===== src/paec_pkg.sv =====
// Purpose: Constants for the autoneg expansion and PHY config registers.
// Assumes: Classic Wishbone, 32-bit data, 100 MHz clock.
// Notes: Function
package paec_pkg;
  localparam int          ADR_W          = 8;
  localparam int          REG_W          = 16;
  localparam int          IRQ_W          = 3;
  // Register indices; byte address is four times the index
  localparam logic [5:0]  XSTAT_IDX      = 6'h06;
  localparam logic [5:0]  CFG_IDX        = 6'h10;
  localparam logic [5:0]  IRQ_STAT_IDX   = 6'h20;
  localparam logic [5:0]  IRQ_MASK_IDX   = 6'h21;
  localparam logic [7:0]  XSTAT_ADDR     = {XSTAT_IDX, 2'b00};
  localparam logic [7:0]  CFG_ADDR       = {CFG_IDX, 2'b00};
  localparam logic [7:0]  IRQ_STAT_ADDR  = {IRQ_STAT_IDX, 2'b00};
  localparam logic [7:0]  IRQ_MASK_ADDR  = {IRQ_MASK_IDX, 2'b00};
  // Expansion register fields
  localparam int          AN_FAULT       = 4;
  localparam int          AN_LP_NP       = 3;
  localparam int          AN_NP          = 2;
  localparam int          AN_PAGE_RX     = 1;
  localparam int          AN_LP_AN       = 0;
  // Config register fields
  localparam int          CF_CODING      = 15;
  localparam int          CF_SCRAMBLER   = 14;
  localparam int          CF_ALIGN       = 13;
  localparam int          CF_SIG_DET     = 12;
  localparam int          CF_TX100       = 10;
  localparam int          CF_FLINK       = 7;
  localparam int          CF_ARPD        = 4;
  localparam int          CF_SM_RESET    = 3;
  localparam int          CF_PREAMBLE    = 2;
  localparam int          CF_SLEEP       = 1;
  localparam int          CF_LOOPOUT     = 0;
  localparam logic [15:0] CFG_RESET      = 16'h0410;
  localparam logic [15:0] CFG_WMASK      = 16'hf097;
  // Interrupt status fields
  localparam int          IRQ_FAULT      = 0;
  localparam int          IRQ_PAGE       = 1;
  localparam int          IRQ_SMDONE     = 2;
  localparam logic [2:0]  IRQ_MASK_RESET = 3'h0;
  // State machine reset pulse length
  localparam int          CLK_PERIOD_NS  = 10;
  localparam int          SM_RESET_NS    = 100;
  localparam int          SM_RESET_CYCLES = (SM_RESET_NS + CLK_PERIOD_NS - 1) / CLK_PERIOD_NS;
  typedef enum logic [1:0] {
    SEQ_IDLE = 2'b00,
    SEQ_HOLD = 2'b01,
    SEQ_DONE = 2'b11
  } paec_seq_state_t;
endpackage : paec_pkg


===== src/paec_regs.sv =====
// Purpose: Autoneg expansion status and PHY config registers, Wishbone slave.
// Assumes: PHY-side inputs are synchronous to clk_i.
// Notes: Unmapped addresses ack with zero data; writes there are dropped.
`timescale 1ns/100ps
module paec_regs (
  input  wire logic                        clk_i,
  input  wire logic                        rst_i,
  input  wire logic                        wb_cyc_i,
  input  wire logic                        wb_stb_i,
  input  wire logic                        wb_we_i,
  input  wire logic [paec_pkg::ADR_W-1:0]  wb_adr_i,
  input  wire logic [3:0]                  wb_sel_i,
  input  wire logic [31:0]                 wb_dat_i,
  output logic      [31:0]                 wb_dat_o,
  output logic                             wb_ack_o,
  input  wire logic                        pd_fault_i,
  input  wire logic                        pd_fault_active_i,
  input  wire logic                        page_rx_i,
  input  wire logic                        partner_np_i,
  input  wire logic                        partner_an_i,
  input  wire logic                        signal_detect_i,
  input  wire logic                        link_up_i,
  output logic                             coding_bypass_o,
  output logic                             scrambler_bypass_o,
  output logic                             alignment_bypass_o,
  output logic                             signal_detect_o,
  output logic                             link_status_o,
  output logic                             force_link_100_o,
  output logic                             arpd_enable_o,
  output logic                             sm_reset_o,
  output logic                             preamble_suppress_o,
  output logic                             sleep_o,
  output logic                             remote_loop_out_o,
  output logic                             irq_o
);
  import paec_pkg::*;

  logic                 ack_q;
  logic [31:0]          dat_q;
  logic                 take;
  logic                 wr;
  logic                 rd;
  logic [REG_W-1:0]     cfg_q;
  logic [REG_W-1:0]     cfg_d;
  logic                 fault_q;
  logic                 page_q;
  logic                 lp_np_q;
  logic                 lp_an_q;
  logic [IRQ_W-1:0]     irq_stat_q;
  logic [IRQ_W-1:0]     irq_mask_q;
  logic                 sigdet_q;
  logic                 link_q;
  logic                 sm_start;
  logic                 sm_busy;
  logic                 sm_done;
  logic                 wake;

  function automatic logic [REG_W-1:0] merge16(input logic [REG_W-1:0] old,
                                               input logic [31:0]      dat,
                                               input logic [3:0]       sel);
    logic [REG_W-1:0] res;
    res = old;
    if (sel[0]) begin
      res[7:0] = dat[7:0];
    end
    if (sel[1]) begin
      res[15:8] = dat[15:8];
    end
    return res;
  endfunction : merge16

  function automatic logic hit(input logic [ADR_W-1:0] adr,
                               input logic [ADR_W-1:0] reg_addr);
    return adr == reg_addr;
  endfunction : hit

  // Bus handshake: one wait state, ack for one cycle
  assign take     = wb_cyc_i && wb_stb_i && !ack_q;
  assign wr       = take && wb_we_i;
  assign rd       = take && !wb_we_i;
  assign wb_ack_o = ack_q;
  assign wb_dat_o = dat_q;

  always_ff @(posedge clk_i) begin
    if (rst_i) begin
      ack_q <= 1'b0;
    end else begin
      ack_q <= take;
    end
  end

  // Read data mux
  always_ff @(posedge clk_i) begin
    if (rst_i) begin
      dat_q <= '0;
    end else if (rd) begin
      dat_q <= '0;
      if (hit(wb_adr_i, XSTAT_ADDR)) begin
        dat_q[AN_FAULT]   <= fault_q;
        dat_q[AN_LP_NP]   <= lp_np_q;
        dat_q[AN_NP]      <= 1'b0;
        dat_q[AN_PAGE_RX] <= page_q;
        dat_q[AN_LP_AN]   <= lp_an_q;
      end else if (hit(wb_adr_i, CFG_ADDR)) begin
        dat_q[REG_W-1:0]  <= cfg_q;
        dat_q[CF_TX100]   <= 1'b1;
        dat_q[CF_SM_RESET] <= sm_busy;
      end else if (hit(wb_adr_i, IRQ_STAT_ADDR)) begin
        dat_q[IRQ_W-1:0]  <= irq_stat_q;
      end else if (hit(wb_adr_i, IRQ_MASK_ADDR)) begin
        dat_q[IRQ_W-1:0]  <= irq_mask_q;
      end
    end
  end

  // Latched fault: set wins, clears on read only once fault is gone
  always_ff @(posedge clk_i) begin
    if (rst_i) begin
      fault_q <= 1'b0;
    end else if (pd_fault_i) begin
      fault_q <= 1'b1;
    end else if (rd && hit(wb_adr_i, XSTAT_ADDR) && !pd_fault_active_i) begin
      fault_q <= 1'b0;
    end
  end

  // Page received: set wins over read clear
  always_ff @(posedge clk_i) begin
    if (rst_i) begin
      page_q <= 1'b0;
    end else if (page_rx_i) begin
      page_q <= 1'b1;
    end else if (rd && hit(wb_adr_i, XSTAT_ADDR)) begin
      page_q <= 1'b0;
    end
  end

  // Partner abilities
  always_ff @(posedge clk_i) begin
    if (rst_i || sm_busy) begin
      lp_np_q <= 1'b0;
      lp_an_q <= 1'b0;
    end else begin
      lp_np_q <= partner_np_i;
      lp_an_q <= partner_an_i;
    end
  end

  // Config register; RO bits are stored, but every write reloads them from CFG_RESET
  always_comb begin
    cfg_d = cfg_q;
    if (wr && hit(wb_adr_i, CFG_ADDR)) begin
      cfg_d = (merge16(cfg_q, wb_dat_i, wb_sel_i) & CFG_WMASK) | (CFG_RESET & ~CFG_WMASK);
    end
  end

  always_ff @(posedge clk_i) begin
    if (rst_i) begin
      cfg_q <= CFG_RESET;
    end else begin
      cfg_q <= cfg_d;
    end
  end

  // Reset sequencer start: reset bit write or wake from sleep
  assign sm_start = (wr && hit(wb_adr_i, CFG_ADDR) && wb_sel_i[0] && wb_dat_i[CF_SM_RESET])
                    || wake;
  assign wake     = cfg_q[CF_SLEEP] && !cfg_d[CF_SLEEP];

  paec_state_machine_reset_seq #(
    .CYCLES (SM_RESET_CYCLES)
  ) u_seq (
    .clk_i   (clk_i),
    .rst_i   (rst_i),
    .start_i (sm_start),
    .busy_o  (sm_busy),
    .done_o  (sm_done)
  );

  assign sm_reset_o          = sm_busy;
  assign coding_bypass_o     = cfg_q[CF_CODING];
  assign scrambler_bypass_o  = cfg_q[CF_SCRAMBLER];
  assign alignment_bypass_o  = cfg_q[CF_ALIGN];
  assign force_link_100_o    = cfg_q[CF_FLINK];
  assign arpd_enable_o       = cfg_q[CF_ARPD];
  assign preamble_suppress_o = cfg_q[CF_PREAMBLE];
  assign sleep_o             = cfg_q[CF_SLEEP];
  assign remote_loop_out_o   = cfg_q[CF_LOOPOUT];
  assign signal_detect_o     = sigdet_q;
  assign link_status_o       = link_q;

  // Forced detector and link indications
  always_ff @(posedge clk_i) begin
    if (rst_i) begin
      sigdet_q <= 1'b0;
      link_q   <= 1'b0;
    end else begin
      sigdet_q <= signal_detect_i || cfg_q[CF_SIG_DET];
      link_q <= link_up_i || cfg_q[CF_FLINK];
    end
  end

  // Interrupt status: sticky, read clears, set wins
  always_ff @(posedge clk_i) begin
    if (rst_i) begin
      irq_stat_q <= '0;
    end else begin
      if (rd && hit(wb_adr_i, IRQ_STAT_ADDR)) begin
        irq_stat_q <= '0;
      end
      if (pd_fault_i) begin
        irq_stat_q[IRQ_FAULT] <= 1'b1;
      end
      if (page_rx_i) begin
        irq_stat_q[IRQ_PAGE] <= 1'b1;
      end
      if (sm_done) begin
        irq_stat_q[IRQ_SMDONE] <= 1'b1;
      end
    end
  end

  always_ff @(posedge clk_i) begin
    if (rst_i) begin
      irq_mask_q <= IRQ_MASK_RESET;
    end else if (wr && hit(wb_adr_i, IRQ_MASK_ADDR) && wb_sel_i[0]) begin
      irq_mask_q <= wb_dat_i[IRQ_W-1:0];
    end
  end

  assign irq_o = |(irq_stat_q & irq_mask_q);
endmodule : paec_regs


===== src/paec_state_machine_reset_seq.sv =====
// Purpose: Timed reset pulse for the PHY state machines.
// Assumes: start_i is a one-cycle pulse on clk_i.
// Notes: A start while busy restarts the count.
`timescale 1ns/100ps
module paec_state_machine_reset_seq #(
  parameter int CYCLES = paec_pkg::SM_RESET_CYCLES
) (
  input  wire logic clk_i,
  input  wire logic rst_i,
  input  wire logic start_i,
  output logic      busy_o,
  output logic      done_o
);
  import paec_pkg::*;

  localparam int CNT_W = $clog2(CYCLES + 1);
  localparam logic [CNT_W-1:0] LAST = CNT_W'(CYCLES - 1);

  paec_seq_state_t  state_q;
  logic [CNT_W-1:0] cnt_q;

  always_ff @(posedge clk_i) begin
    if (rst_i) begin
      state_q <= SEQ_IDLE;
    end else if (start_i) begin
      state_q <= SEQ_HOLD;
    end else begin
      case (state_q)
        SEQ_IDLE: state_q <= SEQ_IDLE;
        SEQ_HOLD: state_q <= (cnt_q == LAST) ? SEQ_DONE : SEQ_HOLD;
        SEQ_DONE: state_q <= SEQ_IDLE;
        default:  state_q <= SEQ_IDLE;
      endcase
    end
  end

  always_ff @(posedge clk_i) begin
    if (rst_i || start_i) begin
      cnt_q <= '0;
    end else if (state_q == SEQ_HOLD) begin
      cnt_q <= cnt_q + CNT_W'(1);
    end
  end

  assign busy_o = (state_q == SEQ_HOLD);
  assign done_o = (state_q == SEQ_DONE);
endmodule : paec_state_machine_reset_seq


===== config.mk =====
export PLATFORM = sky130hd
export DESIGN_NAME = paec_regs
export DESIGN_NICKNAME = d
export VERILOG_FILES = /design/src/paec_pkg.sv /design/src/paec_regs.sv /design/src/paec_state_machine_reset_seq.sv
export SDC_FILE = /design/constraint.sdc
export NUM_CORES = 1
export LEC_CHECK = 0
export ABC_AREA = 1
export BUFFER_PORTS_ARGS = -buffer_cell sky130_fd_sc_hd__buf_4
export CAP_MARGIN = 20
export CORE_MARGIN = 4
export CORE_UTILIZATION = 41
export DETAILED_ROUTE_END_ITERATION = 12
export PLACE_DENSITY = 0.76
export SLEW_MARGIN = 5
export SYNTH_ARGS = -nofsm -noshare
export SYNTH_HDL_FRONTEND = slang
export SYNTH_SLANG_ARGS = --single-unit

===== constraint.sdc =====
create_clock -name clk_i -period 1.15 [get_ports clk_i]
set_input_delay 0.23 -clock clk_i [delete_from_list [all_inputs] [get_ports clk_i]]
set_output_delay 0.23 -clock clk_i [all_outputs]
set_load 0.01 [all_outputs]

==> results of run 1 <==
metrics by stage:
stage	setup slack (ns)	setup TNS, ns	hold WS [ns]	cell area (sq um)
after floorplan	-0.03098	-0.04884	0.3458	2058
after global placement	-0.1067	-1.577	0.4351	2430
after detailed placement	-0.1493	-2.126	0.4383	2430
after CTS	-0.07984	-0.5325	0.1282	2629
after global routing	-0.2224	-4.384	0.1501	2741
final	-0.1150	-1.745	0.1325	2741
power by group through the flow:
stage / registers [mW] / logic, mW / clock network [mW]
floorplan: 1.41 / 0.194 / 0
global placement: 1.41 / 0.271 / 0
detailed placement: 1.41 / 0.274 / 0
CTS: 1.38 / 0.286 / 1.38
global route: 1.38 / 0.338 / 1.42
finish: 1.38 / 0.308 / 1.35
Yosys cell counts, types with 3 or more instances:
cell	instances	area, sq um
clkbuf_1	3	11.26
nand2_1	60	225.2
dfxtp_1	39	780.8
inv_2	8	30.03
buf_4	21	157.7
inv_1	17	63.81
nand2_2	5	31.28
a21oi_1	25	125.1
nor2_4	4	45.04
nor2_1	31	116.4
nand3_1	27	135.1
worst max-delay path, stage by stage (launching register included):
cell and delay (ns):
dfxtp_2 0.33, nand3b_1 0.21, nor2_4 0.23, buf_4 0.16, nand3_4 0.09, nand2_1 0.08
a21oi_1 0.05
final cells by class:
cell class / count / area share [%]
Inverter: 26 / 3.651
Clock buffer: 6 / 2.647
Clock inverter: 2 / 2.191
Multi-Input combinational cell: 196 / 39.25
Tap cell: 54 / 2.465
Timing Repair Buffer: 75 / 20.95
Sequential cell: 39 / 28.85
flip-flops by register name, indices dropped and copies added, names as in the netlist:
name,count
link_status_o,1
irq_stat_q,3
signal_detect_o,1
fault_q,1
u_seq.cnt_q,4
wb_ack_o,1
lp_an_q,1
irq_mask_q,3
page_q,1
wb_dat_o,11
u_seq.state_q,2
cfg_q,9
lp_np_q,1
what timing repair did:
action	CTS	global route
pin swaps	2	18
endpoints found under the setup margin	15	36
buffers inserted	6	4
gates cloned	0	1
resized for setup	13	18
cells by family (layout without fill, tap and decap cells):
kind of cell               after synthesis  in the layout  share of synthesized area (%)
adders and majority gates                2              2                          1.262
other                                    1             21                         0.1892
DFF                                     39             39                          39.39
buffers and inverters                   52            109                          14.71
AOI/OAI and AO/OA                       29             29                          7.639
and+or+nand+nor                        140            141                          35.48
xor gates and xnor gates                 3              3                          1.326
metal layers:
| layer | wire [um] | share of wire (%) | vias up | global-route usage [%] |
|---|---|---|---|---|
| met1 | 2041 | 42 | 845 | 19.80 |
| met3 | 293 | 6.0 | 10 | 3.712 |
| li1 | - | - | 956 | - |
| met2 | 2439 | 50 | 60 | 27.63 |
| met5 | 0 | 0 | - | 0 |
| met4 | 87 | 1.8 | 0 | 6.762 |
worst paths after layout:
| path | startpoint | to | cells past startpoint |
|---|---|---|---|
| setup / recovery | wb_ack_o | irq_stat_q[1] | 6 |
| setup reg to reg | wb_ack_o | irq_stat_q[1] | 6 |
| hold reg to reg | wb_dat_o[2] | wb_dat_o[2] | 2 |
| hold / removal | signal_detect_i | signal_detect_o | 3 |
==> results.json, run 1 <==
{
  "fin_cells": 398,
  "cts_tree": "yes",
  "syn_area_sq_mm": 0.001982,
  "ys_warn_count": 0,
  "synthToLayoutAreaGrowth_pct": 38.32,
  "num_rows": 25,
  "initial_core_util_pct": 42.24,
  "total_power_mw": 3.037,
  "ys_types": 30,
  "placedCellCount": 380,
  "layout_commonest_cell": "buf_4",
  "p_clk_share_pct": 44.4,
  "cts_hold_buf": 0,
  "post-route-util_pct": 58.43,
  "hold_violations": 0,
  "hold_path_class": "in2reg",
  "drtPass1Iterations": 4,
  "clk_path_buf_depth": 2,
  "route.vias.total": 1871,
  "diodes": 0,
  "syn_avg_cell_area_sq_um": 7.451,
  "max_freq_mhz": 790.5,
  "pwr-share-seq_pct": 45.4,
  "clock-root-buffer": "clkbuf_8",
  "antenna_found_initial": 0,
  "skew_ns": 0.005956,
  "fin_crit_ns": 1.265,
  "ys.flop_type": "dfxtp_1",
  "layout.area.seq_sq_um": 790.8,
  "viasPerCell": 4.701,
  "endpoint_kind": "flop",
  "pwr-share-comb_pct": 10.2,
  "grt_pass1_wl_um": 7859,
  "cts_sinks": 39,
  "worst-path-max-fanout": 7,
  "status": "complete, but fails checks",
  "clk-insertion-delay-late_ns": 0.29,
  "switching_share_pct": 21.97,
  "maxCapViolations": 0,
  "power.switching_mw": 0.6675,
  "cp.arrival_ns": 1.45,
  "gp_congestion": 0.8695,
  "peakVddDrop_mv": 0.8470,
  "critPathKind": "reg2reg",
  "drive_gt1_share_pct": 38.95,
  "r2r_slack_ns": -0.12,
  "die_w_um": 77.53,
  "crit_required_ns": 1.33,
  "cts_made_buffers": 5,
  "finalMaxSlewViolations": 0,
  "fin_crit_sh_pct": 110.0,
  "drt_wl_total_um": 4862,
  "layout.nets": 401,
  "ys_seq_elements": 39,
  "grt_remaining_overflow": 0,
  "yosysSeqAreaShare_pct": 39.39,
  "ant_nets": 0,
  "dieArea_sq_mm": 0.006010,
  "core_sq_mm": 0.004692,
  "wire_per_inst_um": 12.22,
  "syn_inst": 266,
  "p_leak_nw": 1.284,
  "synth_edf_count": 0,
  "dp_hpwl_um": 3496,
  "grt_max_degree": 21,
  "powerDensity_mw_per_mm2": 1108,
  "htreeDepth": 2,
  "violations": "negative setup slack",
  "pin_count": 101,
  "synth_async_sr_flop_share_pct": 0,
  "p_int_mw": 2.370,
  "die_h_um": 77.53,
  "grt_pass1_vias": 1768,
  "mostFrequentLayoutCells": "buf_4 (72), nand2_1 (54), dfxtp_1 (31)",
  "clk_pin_slew_worst_paths_ns": 0.08,
  "drc_errors": 0,
  "rsz0062_at_grt": "true",
  "drt_iter0_drc": 99,
  "fillerInstances": 421,
  "setup_viol": 27,
  "start_kind": "flop",
  "grt_usage_pct": 16.30,
  "setup_slack_ns": -0.1150,
  "numPortBuffers": 55,
  "multi_input_area_sq_mm": 0.001076
}
No activity file was read; power rests on OpenSTA's default activity.
==> run 2: changes to the inputs <==
BUFFER_PORTS_ARGS = -buffer_cell sky130_fd_sc_hd__clkbuf_2   (was -buffer_cell sky130_fd_sc_hd__buf_4)
==> run 2 against run 1 <==
- the flow still finishes with violations (negative setup slack)
- utilization down 4.5 points
- critical endpoint is now wb_dat_o[13]
- sequential cell count did not move
- register-to-register slack barely moved
- clock power shrank 35%
- sequential share of layout area is 2.4 points higher
- cell area down 7.6%
==> results.json, run 2 (same netlist as run 1, synthesis figures left out) <==
{
  "status": "complete, but fails checks",
  "violations": "negative setup slack",
  "antenna_found_initial": 0,
  "cts_made_buffers": 5,
  "cts_tree": "yes",
  "core_sq_mm": 0.004692,
  "path_buf_inv": 1,
  "crit_required_ns": 1.36,
  "clock-root-buffer": "clkbuf_8",
  "ant_nets": 0,
  "num_rows": 25,
  "hold_end": "signal_detect_o",
  "critPathSlowestCell": "dfxtp_2",
  "worst-path-max-fanout": 8,
  "drive_gt1_share_pct": 37.97,
  "hold_violations": 0,
  "largest_reg_flops": 11,
  "grt_usage_pct": 15.48,
  "finalMaxSlewViolations": 0,
  "rsz0062_at_grt": "true",
  "gp_congestion": 0.8030,
  "drtPass1Iterations": 4,
  "p_leak_nw": 1.225,
  "dpl_cell_area_sq_mm": 0.002300,
  "total_power_mw": 2.521,
  "drt_iter0_drc": 108,
  "layout.nets": 402,
  "viasPerCell": 4.712,
  "place_ws_ns": -0.1309,
  "fillerInstances": 440,
  "skew_ns": 0.002860,
  "cts_hold_buf": 0,
  "fin_crit_ns": 1.265,
  "pin_count": 101,
  "fin_crit_sh_pct": 110.0,
  "endpoint_kind": "flop",
  "htreeDepth": 2,
  "maxCapViolations": 0,
  "synthToLayoutAreaGrowth_pct": 27.78,
  "diodes": 0,
  "drt_wl_total_um": 4686,
  "hold_ws_ns": 0.1518,
  "wire_per_inst_um": 11.74,
  "clk_pin_slew_worst_paths_ns": 0.07,
  "die_h_um": 77.53,
  "layout_commonest_cell": "nand2_1",
  "initial_core_util_pct": 42.24,
  "grt_pass1_vias": 1698,
  "ff2ff_path_depth": 5,
  "start_kind": "flop",
  "r2r_slack_ns": -0.12,
  "max_freq_mhz": 790.2,
  "route.vias.total": 1880,
  "dieArea_sq_mm": 0.006010,
  "grt_pass1_wl_um": 7493,
  "mostFrequentLayoutCells": "nand2_1 (55), clkbuf_2 (53), dfxtp_1 (31)",
  "regToRegStartpoint": "wb_ack_o",
  "cts_sinks": 39,
  "grt_remaining_overflow": 0,
  "setup_viol": 22,
  "powerDensity_mw_per_mm2": 995.6,
  "critPathKind": "reg2reg",
  "finalInstanceArea_sq_mm": 0.002532,
  "clk-insertion-delay-late_ns": 0.28,
  "setup_slack_ns": -0.1155,
  "post-route-util_pct": 53.97,
  "rr_endpoint": "wb_dat_o[13]",
  "crit_chain": "nand3b_1 > nor2_4 > buf_4 > nand3_1 > a21oi_1",
  "drc_errors": 0,
  "die_w_um": 77.53,
  "numPortBuffers": 55,
  "clk_path_buf_depth": 2,
  "whs_path_depth": 3,
  "peakVddDrop_mv": 0.8738,
  "critical-path-max-stage-delay_ns": 0.33,
  "critPathTopFamily": "simple AND/OR/NAND/NOR gates",
  "holdCritStartpoint": "signal_detect_i",
  "cp.arrival_ns": 1.48,
  "dp_hpwl_um": 3555,
  "hold_path_class": "in2reg",
  "grt_max_degree": 20
}
## run 2: power breakdown
group	internal (mW)	switching (mW)
clock network	0.415	0.460
logic	0.0968	0.168
registers	1.37	0.0113
## run 2: area by class of cell
cell class	count	area [sq um]	share of cell area, %
Sequential cell	39	790.8	31.23
Multi-Input combinational cell	196	1047	41.35
Clock buffer	5	68.82	2.717
Timing Repair Buffer	76	442.9	17.49
Inverter	26	100.1	3.953
Clock inverter	3	15.01	0.5929
Tap cell	54	67.56	2.668
## run 2: worst max-delay path by stage
| stage | from | endpoint | slack [ns] | depth (start not counted) |
|---|---|---|---|---|
| 5_1_grt | wb_ack_o | wb_dat_o[0] | -0.20 | 7 |
| 3_5_place_dp | wb_adr_i[7] | cfg_q[13] | -0.13 | 9 |
| 3_3_place_gp | wb_adr_i[4] | cfg_q[1] | -0.1 | 9 |
| 6_report | wb_ack_o | wb_dat_o[13] | -0.12 | 5 |
| 4_1_cts | u_seq.state_q[0] | sm_reset_o | -0.14 | 3 |
| 2_1_floorplan | wb_ack_o | fault_q | -0.03 | 6 |
## run 2: through the flow
| stage | TNS (ns) | instances |
|---|---|---|
| 2_1_floorplan | -0.04884 | 286 |
| 3_3_place_gp | -1.155 | 381 |
| 3_5_place_dp | -1.757 | 381 |
| 4_1_cts | -1.736 | 391 |
| 5_1_grt | -3.518 | 399 |
| 6_report | -1.468 | 399 |
## run 2: what timing repair did
| item | CTS | global route |
|---|---|---|
| resized for setup | 13 | 13 |
| setup endpoints to repair | 23 | 30 |
| pin swaps | 10 | 7 |
| cloned | 1 | 0 |
| setup buffers | 1 | 8 |
## run 2: metal layers
metal,vias up,global-route usage (%),routed length (um)
met1,852,19.61,2056
li1,958,-,-
met4,0,4.982,40
met3,4,4.060,281
met2,66,25.56,2308
met5,-,0,0
## run 2: worst register-to-register path: stages, from the launching register on
cell and delay, ns:
dfxtp_2 0.33, nand3b_1 0.21, nor2_4 0.22, buf_4 0.20, nand3_1 0.08, a21oi_1 0.15
